<file path="src/verilog/fsc_defines.svh">
// Register offsets, field positions, reset values and timing counts
`ifndef FSC_DEFINES_SVH
`define FSC_DEFINES_SVH

// ----------------------------------------
// Register offsets
// ----------------------------------------
`define FSC_ADDR_CLKGEN 9'h020
`define FSC_ADDR_CORE 9'h028
`define FSC_ADDR_FE 9'h030
`define FSC_ADDR_SER 9'h070
`define FSC_ADDR_ART_LO 9'h080
`define FSC_ADDR_ART_HI 9'h096
`define FSC_ADDR_SEQ 9'h0c0
`define FSC_ADDR_WIN 9'h0c3
`define FSC_ADDR_BLACK 9'h0c5
`define FSC_ADDR_DUMMY 9'h0c6
`define FSC_ADDR_EXPO 9'h0c7
`define FSC_ADDR_GAIN 9'h0cc
`define FSC_ADDR_SYNC 9'h0ce

// ----------------------------------------
// Field positions
// ----------------------------------------
`define FSC_SEQ_EN 0
`define FSC_SEQ_MODE_LO 1
`define FSC_SEQ_MODE_HI 6
`define FSC_SEQ_RS 1
`define FSC_SEQ_TRIG 2
`define FSC_SEQ_SLAVE 3
`define FSC_SEQ_SUBS 7
`define FSC_SEQ_BIN 8
`define FSC_EXPO_GAIN_ALIGN 13
`define FSC_SYNC_BLACK 1
`define FSC_SYNC_DUMMY 2
`define FSC_SYNC_EXPO 3
`define FSC_SYNC_GAIN 4
`define FSC_SYNC_ROI 5
`define FSC_SYNC_BLANK_ROI 8
`define FSC_SYNC_EXPO_IMM 9

// ----------------------------------------
// Reset values and counts
// ----------------------------------------
`define FSC_RST_WORD 16'h0000
`define FSC_RST_SYNC 16'h003e
`define FSC_ART_WORDS 23
`define FSC_SPI_ADDR_BITS 9
`define FSC_SPI_FRAME_BITS 26
`define FSC_FRAME_TIME_US 1000
`define FSC_CLK_MHZ 10

`endif

</file>
<file path="src/verilog/fsc_pkg.sv">
// Shared types of the frame-synchronised configuration block
package fsc_pkg;
    typedef logic [15:0] fsc_word_t;
    typedef logic [8:0] fsc_addr_t;
    typedef enum logic {FSC_IDLE, FSC_RUN} fsc_frame_state_t;
endpackage : fsc_pkg

</file>
<file path="src/verilog/fsc_spi_slave.sv">
// Serial register port: pin synchronisers, frame shifter, read-back
`timescale 1ns/1ps
`default_nettype none
`include "fsc_defines.svh"
module fsc_spi_slave (
    // Clock and reset
    input wire logic clk,
    input wire logic resetn,
    // Pins
    input wire logic sclk,
    input wire logic ss_n,
    input wire logic mosi,
    output logic miso,
    // Register side
    output fsc_pkg::fsc_addr_t addr,
    output logic wr_en,
    output fsc_pkg::fsc_word_t wr_data,
    input wire fsc_pkg::fsc_word_t rd_data
);
    import fsc_pkg::*;

    logic [2:0] sclk_sync;
    logic [2:0] ss_sync;
    logic [2:0] mosi_sync;
    logic sclk_q;
    logic ss_q;
    logic mosi_q;
    logic sclk_prev;
    logic [4:0] bit_cnt;
    logic is_write;
    logic [15:0] rx;
    logic [15:0] tx;
    logic rise;
    logic fall;

    // ----------------------------------------
    // Pin synchronisers
    // ----------------------------------------
    // A change counts once stages two and three agree
    always_ff @(posedge clk) begin
        if (!resetn) begin
            sclk_sync <= 3'h0;
            ss_sync <= 3'h7;
            mosi_sync <= 3'h0;
            sclk_q <= 1'b0;
            ss_q <= 1'b1;
            mosi_q <= 1'b0;
            sclk_prev <= 1'b0;
        end else begin
            sclk_sync <= {sclk_sync[1:0], sclk};
            ss_sync <= {ss_sync[1:0], ss_n};
            mosi_sync <= {mosi_sync[1:0], mosi};
            if (sclk_sync[1] == sclk_sync[2]) begin
                sclk_q <= sclk_sync[2];
            end
            if (ss_sync[1] == ss_sync[2]) begin
                ss_q <= ss_sync[2];
            end
            if (mosi_sync[1] == mosi_sync[2]) begin
                mosi_q <= mosi_sync[2];
            end
            sclk_prev <= sclk_q;
        end
    end

    assign rise = sclk_q && !sclk_prev && !ss_q;
    assign fall = !sclk_q && sclk_prev && !ss_q;

    // ----------------------------------------
    // Frame shifter
    // ----------------------------------------
    // Frame: 9 address bits, 1 write bit, 16 data bits, MSB first
    always_ff @(posedge clk) begin
        if (!resetn) begin
            bit_cnt <= 5'h00;
            is_write <= 1'b0;
            rx <= 16'h0000;
            addr <= 9'h000;
            wr_en <= 1'b0;
            wr_data <= 16'h0000;
        end else begin
            wr_en <= 1'b0;
            if (ss_q) begin
                bit_cnt <= 5'h00;
            end else if (rise) begin
                rx <= {rx[14:0], mosi_q};
                bit_cnt <= bit_cnt + 5'h01;
                if (bit_cnt == 5'(`FSC_SPI_ADDR_BITS - 1)) begin
                    addr <= {rx[7:0], mosi_q};
                end
                if (bit_cnt == 5'(`FSC_SPI_ADDR_BITS)) begin
                    is_write <= mosi_q;
                end
                if (bit_cnt == 5'(`FSC_SPI_FRAME_BITS - 1) && is_write) begin
                    wr_data <= {rx[14:0], mosi_q};
                    wr_en <= 1'b1;
                end
            end
        end
    end

    // Read data loads once a read is seen
    always_ff @(posedge clk) begin
        if (!resetn) begin
            tx <= 16'h0000;
            miso <= 1'b0;
        end else if (ss_q) begin
            miso <= 1'b0;
        end else if (fall) begin
            if (bit_cnt == 5'(`FSC_SPI_ADDR_BITS + 1) && !is_write) begin
                miso <= rd_data[15];
                tx <= {rd_data[14:0], 1'b0};
            end else begin
                miso <= tx[15];
                tx <= {tx[14:0], 1'b0};
            end
        end
    end
endmodule : fsc_spi_slave
`default_nettype wire

</file>
<file path="src/verilog/fsc_frame_timer.sv">
// Frame period generator driven by the sequencer enable
`timescale 1ns/1ps
`default_nettype none
`include "fsc_defines.svh"
module fsc_frame_timer #(
    parameter int FRAME_CYCLES = `FSC_FRAME_TIME_US * `FSC_CLK_MHZ
) (
    // Clock and reset
    input wire logic clk,
    input wire logic resetn,
    // Control
    input wire logic run,
    output logic sof
);
    import fsc_pkg::*;

    fsc_frame_state_t state;
    logic [31:0] cnt;

    initial begin
        if (FRAME_CYCLES < 2) begin
            $error("FRAME_CYCLES must be at least 2");
        end
    end

    // ----------------------------------------
    // Frame sequencer
    // ----------------------------------------
    // First frame starts the cycle after enable
    always_ff @(posedge clk) begin
        if (!resetn) begin
            state <= FSC_IDLE;
            cnt <= 32'h0;
            sof <= 1'b0;
        end else begin
            sof <= 1'b0;
            case (state)
                FSC_IDLE: begin
                    cnt <= 32'h0;
                    if (run) begin
                        state <= FSC_RUN;
                        sof <= 1'b1;
                    end
                end
                FSC_RUN: begin
                    if (!run) begin
                        state <= FSC_IDLE;
                    end else if (cnt == 32'(FRAME_CYCLES - 1)) begin
                        cnt <= 32'h0;
                        sof <= 1'b1;
                    end else begin
                        cnt <= cnt + 32'h1;
                    end
                end
                default: begin
                    state <= FSC_IDLE;
                end
            endcase
        end
    end
endmodule : fsc_frame_timer
`default_nettype wire

</file>
<file path="src/verilog/fsc_config_update.sv">
// Register bank with frame-synchronised active copies and frame blanking
`timescale 1ns/1ps
`default_nettype none
`include "fsc_defines.svh"
// How it works
// Host changes static setup only while stopped.
// Mode field changes only while stopped.
// Host leaves reserved registers at their defaults.
// Frame writes while running apply at next frame start.
// A frame needing settling is blanked with training patterns.
// Subsampling and binning change only at frame start.
// Line count change blanks one rolling shutter frame.
// Rolling with blank-on-switch blanks one frame on window switch.
// Only a changed window selection counts as a switch.
// Resizing the active window never blanks.
// Exposure lags one frame unless immediate in master triggered global.
// Gain applies at the start of the next frame.
// Align bit delays gain one more frame to match exposure.
// Black level setup applies at once, acquisition goes on.
// Sync code writes may spoil the current frame only.
// Test pattern writes may spoil one frame only.
// Artifact-prone settings never stop acquisition.
// Sequencer enable starts frames; clearing it stops and idles.
// Unsynchronised group keeps its frozen active copy.
// Written copies move to active copies at frame start.
// A blank lasts one frame, then normal output resumes.
module fsc_config_update #(
    parameter int FRAME_CYCLES = `FSC_FRAME_TIME_US * `FSC_CLK_MHZ
) (
    // Clock and reset
    input wire logic CLK,
    input wire logic RESETN,
    // Serial register port
    input wire logic SPI_SCLK,
    input wire logic SPI_SS_N,
    input wire logic SPI_MOSI,
    output logic SPI_MISO,
    // Frame context
    output logic SEQ_RUNNING,
    output logic FRAME_START,
    output logic BLANK_FRAME,
    // Active configuration
    output logic [5:0] ACTIVE_MODE,
    output logic ACTIVE_SUBSAMPLE,
    output logic ACTIVE_BINNING,
    output fsc_pkg::fsc_word_t ACTIVE_WINDOW,
    output fsc_pkg::fsc_word_t ACTIVE_BLACK_LINES,
    output fsc_pkg::fsc_word_t ACTIVE_DUMMY_LINES,
    output fsc_pkg::fsc_word_t ACTIVE_EXPOSURE,
    output fsc_pkg::fsc_word_t ACTIVE_GAIN
);
    import fsc_pkg::*;

    fsc_addr_t addr;
    logic wr_en;
    fsc_word_t wr_data;
    fsc_word_t rd_data;
    logic sof;
    fsc_word_t clock_generator_config;
    fsc_word_t image_core_config;
    fsc_word_t front_end_config;
    fsc_word_t serial_transmitter_config;
    fsc_word_t sequencer_control;
    fsc_word_t active_window_select;
    fsc_word_t black_line_config;
    fsc_word_t dummy_line_config;
    fsc_word_t exposure_config;
    fsc_word_t gain_config;
    fsc_word_t frame_sync_options;
    fsc_word_t artifact_regs [0:`FSC_ART_WORDS-1];
    fsc_word_t exposure_stage;
    fsc_word_t gain_stage;
    logic run;
    logic rolling;
    logic expo_immediate;
    logic win_switch;
    logic lines_changed;

    initial begin
        if (FRAME_CYCLES < 2) begin
            $error("FRAME_CYCLES must be at least 2");
        end
    end

    // ----------------------------------------
    // Serial port and frame timing
    // ----------------------------------------
    fsc_spi_slave u_spi (
        .clk(CLK),
        .resetn(RESETN),
        .sclk(SPI_SCLK),
        .ss_n(SPI_SS_N),
        .mosi(SPI_MOSI),
        .miso(SPI_MISO),
        .addr(addr),
        .wr_en(wr_en),
        .wr_data(wr_data),
        .rd_data(rd_data)
    );

    fsc_frame_timer #(
        .FRAME_CYCLES(FRAME_CYCLES)
    ) u_timer (
        .clk(CLK),
        .resetn(RESETN),
        .run(run),
        .sof(sof)
    );

    assign run = sequencer_control[`FSC_SEQ_EN];
    assign rolling = sequencer_control[`FSC_SEQ_RS];
    // Master triggered global: triggered, not slave, not rolling
    assign expo_immediate = frame_sync_options[`FSC_SYNC_EXPO_IMM] && sequencer_control[`FSC_SEQ_TRIG]
        && !sequencer_control[`FSC_SEQ_SLAVE] && !rolling;
    // Rewriting the same selection, or resizing a window, is no switch
    assign win_switch = frame_sync_options[`FSC_SYNC_ROI] && active_window_select != ACTIVE_WINDOW;
    assign lines_changed = (frame_sync_options[`FSC_SYNC_BLACK] && black_line_config != ACTIVE_BLACK_LINES)
        || (frame_sync_options[`FSC_SYNC_DUMMY] && dummy_line_config != ACTIVE_DUMMY_LINES);

    // ----------------------------------------
    // Read-back decode
    // ----------------------------------------
    function automatic fsc_word_t read_reg(input fsc_addr_t a);
        fsc_word_t v;
        v = 16'h0000;
        if (a == `FSC_ADDR_CLKGEN) begin
            v = clock_generator_config;
        end else if (a == `FSC_ADDR_CORE) begin
            v = image_core_config;
        end else if (a == `FSC_ADDR_FE) begin
            v = front_end_config;
        end else if (a == `FSC_ADDR_SER) begin
            v = serial_transmitter_config;
        end else if (a >= `FSC_ADDR_ART_LO && a <= `FSC_ADDR_ART_HI) begin
            v = artifact_regs[5'(a - `FSC_ADDR_ART_LO)];
        end else if (a == `FSC_ADDR_SEQ) begin
            v = sequencer_control;
        end else if (a == `FSC_ADDR_WIN) begin
            v = active_window_select;
        end else if (a == `FSC_ADDR_BLACK) begin
            v = black_line_config;
        end else if (a == `FSC_ADDR_DUMMY) begin
            v = dummy_line_config;
        end else if (a == `FSC_ADDR_EXPO) begin
            v = exposure_config;
        end else if (a == `FSC_ADDR_GAIN) begin
            v = gain_config;
        end else if (a == `FSC_ADDR_SYNC) begin
            v = frame_sync_options;
        end
        return v;
    endfunction : read_reg

    always_comb rd_data = read_reg(addr);

    // ----------------------------------------
    // Written copies
    // ----------------------------------------
    // Static setup stored as written; holding it still is the host's job
    always_ff @(posedge CLK) begin
        if (!RESETN) begin
            clock_generator_config <= `FSC_RST_WORD;
            image_core_config <= `FSC_RST_WORD;
            front_end_config <= `FSC_RST_WORD;
            serial_transmitter_config <= `FSC_RST_WORD;
            sequencer_control <= `FSC_RST_WORD;
            active_window_select <= `FSC_RST_WORD;
            black_line_config <= `FSC_RST_WORD;
            dummy_line_config <= `FSC_RST_WORD;
            exposure_config <= `FSC_RST_WORD;
            gain_config <= `FSC_RST_WORD;
            frame_sync_options <= `FSC_RST_SYNC;
        end else if (wr_en) begin
            if (addr == `FSC_ADDR_CLKGEN) begin
                clock_generator_config <= wr_data;
            end else if (addr == `FSC_ADDR_CORE) begin
                image_core_config <= wr_data;
            end else if (addr == `FSC_ADDR_FE) begin
                front_end_config <= wr_data;
            end else if (addr == `FSC_ADDR_SER) begin
                serial_transmitter_config <= wr_data;
            end else if (addr == `FSC_ADDR_SEQ) begin
                sequencer_control <= wr_data;
                // Mode field is locked while frames run
                if (run) begin
                    sequencer_control[`FSC_SEQ_MODE_HI:`FSC_SEQ_MODE_LO] <=
                        sequencer_control[`FSC_SEQ_MODE_HI:`FSC_SEQ_MODE_LO];
                end
            end else if (addr == `FSC_ADDR_WIN) begin
                active_window_select <= wr_data;
            end else if (addr == `FSC_ADDR_BLACK) begin
                black_line_config <= wr_data;
            end else if (addr == `FSC_ADDR_DUMMY) begin
                dummy_line_config <= wr_data;
            end else if (addr == `FSC_ADDR_EXPO) begin
                exposure_config <= wr_data;
            end else if (addr == `FSC_ADDR_GAIN) begin
                gain_config <= wr_data;
            end else if (addr == `FSC_ADDR_SYNC) begin
                frame_sync_options <= wr_data;
            end
        end
    end

    // Black level, sync code and test pattern setup act at once
    // Only a transient frame may suffer; acquisition is not touched
    always_ff @(posedge CLK) begin
        if (!RESETN) begin
            for (int i = 0; i < `FSC_ART_WORDS; i++) begin
                artifact_regs[i] <= `FSC_RST_WORD;
            end
        end else if (wr_en && addr >= `FSC_ADDR_ART_LO && addr <= `FSC_ADDR_ART_HI) begin
            artifact_regs[5'(addr - `FSC_ADDR_ART_LO)] <= wr_data;
        end
    end

    // ----------------------------------------
    // Frame context outputs
    // ----------------------------------------
    always_ff @(posedge CLK) begin
        if (!RESETN) begin
            SEQ_RUNNING <= 1'b0;
            FRAME_START <= 1'b0;
            ACTIVE_MODE <= 6'h00;
        end else begin
            SEQ_RUNNING <= run;
            FRAME_START <= sof;
            ACTIVE_MODE <= sequencer_control[`FSC_SEQ_MODE_HI:`FSC_SEQ_MODE_LO];
        end
    end

    // ----------------------------------------
    // Blanking
    // ----------------------------------------
    // Decided afresh at every frame start, so a blank lasts one frame
    always_ff @(posedge CLK) begin
        if (!RESETN) begin
            BLANK_FRAME <= 1'b0;
        end else if (!run) begin
            BLANK_FRAME <= 1'b0;
        end else if (sof) begin
            BLANK_FRAME <= rolling && (lines_changed
                || (frame_sync_options[`FSC_SYNC_BLANK_ROI] && win_switch));
        end
    end

    // ----------------------------------------
    // Readout geometry
    // ----------------------------------------
    // Idle: copies follow at once; running: only at frame start
    always_ff @(posedge CLK) begin
        if (!RESETN) begin
            ACTIVE_WINDOW <= `FSC_RST_WORD;
            ACTIVE_SUBSAMPLE <= 1'b0;
            ACTIVE_BINNING <= 1'b0;
        end else if ((!run || sof) && frame_sync_options[`FSC_SYNC_ROI]) begin
            ACTIVE_WINDOW <= active_window_select;
            ACTIVE_SUBSAMPLE <= sequencer_control[`FSC_SEQ_SUBS];
            ACTIVE_BINNING <= sequencer_control[`FSC_SEQ_BIN];
        end
    end

    always_ff @(posedge CLK) begin
        if (!RESETN) begin
            ACTIVE_BLACK_LINES <= `FSC_RST_WORD;
            ACTIVE_DUMMY_LINES <= `FSC_RST_WORD;
        end else if (!run || sof) begin
            if (frame_sync_options[`FSC_SYNC_BLACK]) begin
                ACTIVE_BLACK_LINES <= black_line_config;
            end
            if (frame_sync_options[`FSC_SYNC_DUMMY]) begin
                ACTIVE_DUMMY_LINES <= dummy_line_config;
            end
        end
    end

    // ----------------------------------------
    // Exposure and gain pipelines
    // ----------------------------------------
    // Stage holds last frame's value to build the one-frame lag
    always_ff @(posedge CLK) begin
        if (!RESETN) begin
            exposure_stage <= `FSC_RST_WORD;
            ACTIVE_EXPOSURE <= `FSC_RST_WORD;
        end else if (!run) begin
            if (frame_sync_options[`FSC_SYNC_EXPO]) begin
                exposure_stage <= exposure_config;
                ACTIVE_EXPOSURE <= exposure_config;
            end
        end else if (sof && frame_sync_options[`FSC_SYNC_EXPO]) begin
            exposure_stage <= exposure_config;
            ACTIVE_EXPOSURE <= expo_immediate ? exposure_config : exposure_stage;
        end
    end

    always_ff @(posedge CLK) begin
        if (!RESETN) begin
            gain_stage <= `FSC_RST_WORD;
            ACTIVE_GAIN <= `FSC_RST_WORD;
        end else if (!run) begin
            if (frame_sync_options[`FSC_SYNC_GAIN]) begin
                gain_stage <= gain_config;
                ACTIVE_GAIN <= gain_config;
            end
        end else if (sof && frame_sync_options[`FSC_SYNC_GAIN]) begin
            gain_stage <= gain_config;
            // Align trades a frame of gain latency for pairing with exposure
            ACTIVE_GAIN <= exposure_config[`FSC_EXPO_GAIN_ALIGN] ? gain_stage : gain_config;
        end
    end
endmodule : fsc_config_update
`default_nettype wire

</file>
<file path="config.mk">
export PLATFORM = sky130hd
export DESIGN_NAME = fsc_config_update
export DESIGN_NICKNAME = d
export VERILOG_FILES = /design/src/verilog/fsc_pkg.sv /design/src/verilog/fsc_spi_slave.sv /design/src/verilog/fsc_frame_timer.sv /design/src/verilog/fsc_config_update.sv
export VERILOG_INCLUDE_DIRS = /design/src /design/src/verilog
export SDC_FILE = /design/constraint.sdc
export NUM_CORES = 2
export LEC_CHECK = 0
export ABC_AREA = 1
export BUFFER_PORTS_ARGS = -buffer_cell sky130_fd_sc_hd__buf_2
export CAP_MARGIN = 20
export CORE_AREA = 2 2 264 266
export DETAILED_ROUTE_END_ITERATION = 10
export DIE_AREA = 0 0 266 268
export PLACE_DENSITY = 0.88
export SKIP_LAST_GASP = 1
export SYNTH_ARGS = -nofsm -noshare
export SYNTH_HDL_FRONTEND = slang
export SYNTH_SLANG_ARGS = --single-unit
</file>
<file path="constraint.sdc">
create_clock -name CLK -period 3.2 [get_ports CLK]
set_clock_uncertainty 0.2 [all_clocks]
set_input_delay 0 -clock CLK [delete_from_list [all_inputs] [get_ports CLK]]
set_output_delay 0 -clock CLK [all_outputs]
set_load 0.005 [all_outputs]
</file>
==> run summary <==
Summing the areas of all xor and xnor instances in the mapped netlist gives 0.773% of the synthesized area. The worst supply voltage drop on vdd was 0.000521 V; the final max-slew violation count was 0. TritonCTS built the clock tree. The core area was 68200 sq um. The total routing resource utilization after global routing is 33.4%, and the height of the die is 268 um.

The filler cells instantiated in the layout total 4875. Sorting the synthesized cells by how often they occur yields 868 x nand2_1, 728 x nor2_1, 512 x edfxtp_1. The largest family of logic cells by synthesized area is simple AND/OR/NAND/NOR gates. The final critical-path share of the clock period came out at 92.4%. Summing the areas of all compound-gate instances in the mapped netlist gives 11.8% of the synthesized area. The detail route stage leaves a number of antenna-violating nets equal to 0.

In the post-synthesis netlist, the cell with the most instances is nand2_1. The longest clock path from root to sink contains 3 buffers. The flow ran to the end, and the final reports show no timing, DRC or antenna violations.

The most used flip-flop cell after synthesis is edfxtp_1. The post-route DRC violation count is 0, and the highest fanout seen on the critical path is 17. Standard cell area after detailed placement: 42800 sq um. The tools report the sequential-to-total area share from yosys stat as 57.9%. The die area came out at 71300 sq um. The register with the most flip-flops in the layout has 512 of them. The final-report hold violation count was 0; the overall power consumption was 24400 uW. Setup violations remaining at the end of the flow were counted as 0.

After clock tree synthesis, the clock-pin slew on the worst setup and hold paths is 60 ps. For the detailed placement HPWL, the log shows 75.3 mm. Worst hold path startpoint: u_spi.ss_sync[0]. Counting every sink on the clock net gives 925. The share of synthesized area spent on multiplexers was 0%; the total wire length was 120 mm. The simple-gate area share of the yosys netlist is 22.7%. The tree is rooted in a clkbuf_16. The top register by number of flip-flops was artifact_regs. The detail-routed via count per cell works out to 5.96. After global routing the overflow that remains totals 0.

The tools report the nature of the critical path endpoint as a flip-flop. The count of cells along the worst hold path is 1. In this run the number of H-tree levels came out at 3. The count of distinct cell types in the synthesized netlist is 45. The critical path is of the flip-flop to flip-flop type. The area share of the leading cell type in the synthesized netlist is 37.7%.

Wire length of the first global-routing pass: 183 mm. The endpoint identified for the worst register-to-register timing path is artifact_regs[8][7]. The pre-antenna-repair detailed-routing pass consisted of 8 iterations. For this configuration, the core starts out at a cell density of 59.8%. The run gives 3340 ps as the required time of the critical path. Clock period minus final worst setup slack: 2960 ps. For the sum of negative setup slack, the log shows 0 ps.

Weighted congestion reported at the end of routability-driven placement: 1.01. Summing all multi-input logic gate instances after layout gives 15000 sq um. The worst-margin pin slew was 1070 ps. The final hold slack is 219 ps, and the die width is 266 um. Startpoint of the lowest-slack register-to-register path: u_spi.addr[3]. The instance count of the mapped netlist is 4702. The first-iteration detailed-routing DRC count was 4731. For the register cell area after layout, the log shows 23600 sq um.

The largest registers in the layout are artifact_regs x512, u_timer.cnt x32. Based on the critical path, the design can be clocked at up to 0.338 GHz. In this run the tool buffered the top-level ports with 96 buffer cells. Type of the tightest min-delay check: flip-flop to flip-flop. Measured in cells, the most critical reg-to-reg path has a length of 10. Once layout is done, the placed cells without fillers occupy 46000 sq um. Synthesis inferred 925 register bits. The run gives 240 ps as the setup slack on the worst flop-to-flop path.

Clock latency on the worst-skew pair, taken at its later pin, is 680 ps. Worst min-delay path endpoint: u_spi.ss_sync[1]. The total of warnings raised by yosys is 0. Cells fill 67.4% of the core in the end. Headroom to the max-slew limit came out at 28.9%. A synthesized cell averages 8.68 sq um.

In this run the static leakage power is 0.0180 uW. From synthesis to final layout, the design area changed by 12.7%. In the final layout, the share of cells above drive strength 1 is 9.81%. Counting flops with a built-in enable in the synthesized netlist gives 512. Final net count: 4869.

Launching element type of the critical path: a flip-flop. The total power density per cell area works out to 531 nW/um^2. The count of boundary I/O pins is 97. Setup repair after global routing left no endpoint under its margin.

The number of global-route vias before repair is 32600, and the average wire per cell in the routed design is 20.6 um. The tools report the number of buffers created by CTS as 89. The post-synthesis cell type with the largest combined area was edfxtp_1.

The adder-cell area share of the yosys netlist works out to 0.153%. The arrival time at the worst endpoint came out at 3090 ps. Summing every instance area after synthesis gives 40800 sq um. Summing over every cut layer, the via total after detailed routing is 34700.

The maximum number of pins on one net before global-route repair came out at 109. The tools report the count of max-cap constraint violations as 0. Row generation in the floorplan step produced 96 rows.

The share of synthesized flip-flops with an asynchronous set or reset was 0%. The tools report the initial antenna violation count as 2. Yosys attributes the largest share of cell area to edfxtp_1 38%, dfxtp_1 20%, nand2_1 8.0%.
-- how the worst max path moves through the flow --
stage	from	slack (ps)	endpoint
2_1_floorplan	u_spi.addr[3]	420	artifact_regs[1][0]
3_3_place_gp	u_spi.addr[4]	420	active_window_select[6]
3_5_place_dp	u_spi.addr[4]	260	active_window_select[7]
4_1_cts	u_spi.addr[4]	170	active_window_select[7]
5_1_grt	u_spi.addr[4]	80	dummy_line_config[9]
6_report	u_spi.addr[3]	240	artifact_regs[8][7]
-- worst max-delay path, stage by stage, from the launching register on --
cell	delay, ps
dfxtp_1	340
inv_1	150
nand2_2	160
nor2_8	210
nand3_2	120
a21oi_4	170
nand3_4	220
nor2_8	410
nand2_4	220
nand2_1	130
buf_4	270
-- placed cells by master, fill, tap and decap left out, types with 31 or more instances in the layout --
| master | n |
|---|---|
| xor2_1 | 32 |
| dfxtp_1 | 410 |
| nand3_1 | 373 |
| o211ai_1 | 52 |
| nand4_1 | 54 |
| clkbuf_16 | 90 |
| buf_2 | 95 |
| o21ai_0 | 409 |
| nand2_1 | 867 |
| a21oi_1 | 359 |
| clkinv_1 | 31 |
| inv_1 | 332 |
| nor2_2 | 44 |
| nor2_1 | 726 |
| conb_1 | 144 |
| edfxtp_1 | 512 |
| a211oi_1 | 36 |
| buf_4 | 128 |
-- metal layers --
| layer | wire length [um] | vias up | track usage, % |
|---|---|---|---|
| li1 | - | 15900 | - |
| met1 | 42000 | 16000 | 41.4 |
| met2 | 55000 | 2243 | 53.6 |
| met3 | 13900 | 530 | 5.98 |
| met4 | 9070 | 4 | 23.1 |
| met5 | 23 | - | 0 |
-- logic make-up (layout without fill, tap and decap cells) --
group	Yosys count	in the layout
AND/OR/NAND/NOR	2160	2160
other	1	145
AO/OA/AOI/OAI	892	892
XOR/XNOR	36	36
flip-flops	925	925
adder cells (fa/ha/maj)	5	5
buffers and inverters	683	771
-- final cells by class --
class,instances,share of cell area [%]
repair buffers,247,3.98
clock buffers,121,5.39
clock inverters,44,1.22
multi-input cells,3237,32.6
inverters,359,2.95
diodes,1,0.00544
well taps,882,2.40
flip-flops and latches,925,51.4
-- metrics by stage --
step           setup WS (ps)  std cells
6_report                 245       5816
5_1_grt                 82.3       5815
4_1_cts                  174       5814
3_5_place_dp             256       5641
3_3_place_gp             421       5641
2_1_floorplan            415       4845
-- power breakdown --
part	internal, uW	switching [uW]
logic	144	402
registers	12800	89.8
clock network	6280	4670
total	19200	5160
-- repair_timing --
action                                  4_1_cts  5_1_grt
hold endpoints to repair                     50        0
endpoints found under the setup margin        0       11
hold buffers                                  8        0
buffers inserted                              0        0
gates resized for setup                       0        1
Power figures use the tool's default switching activity.
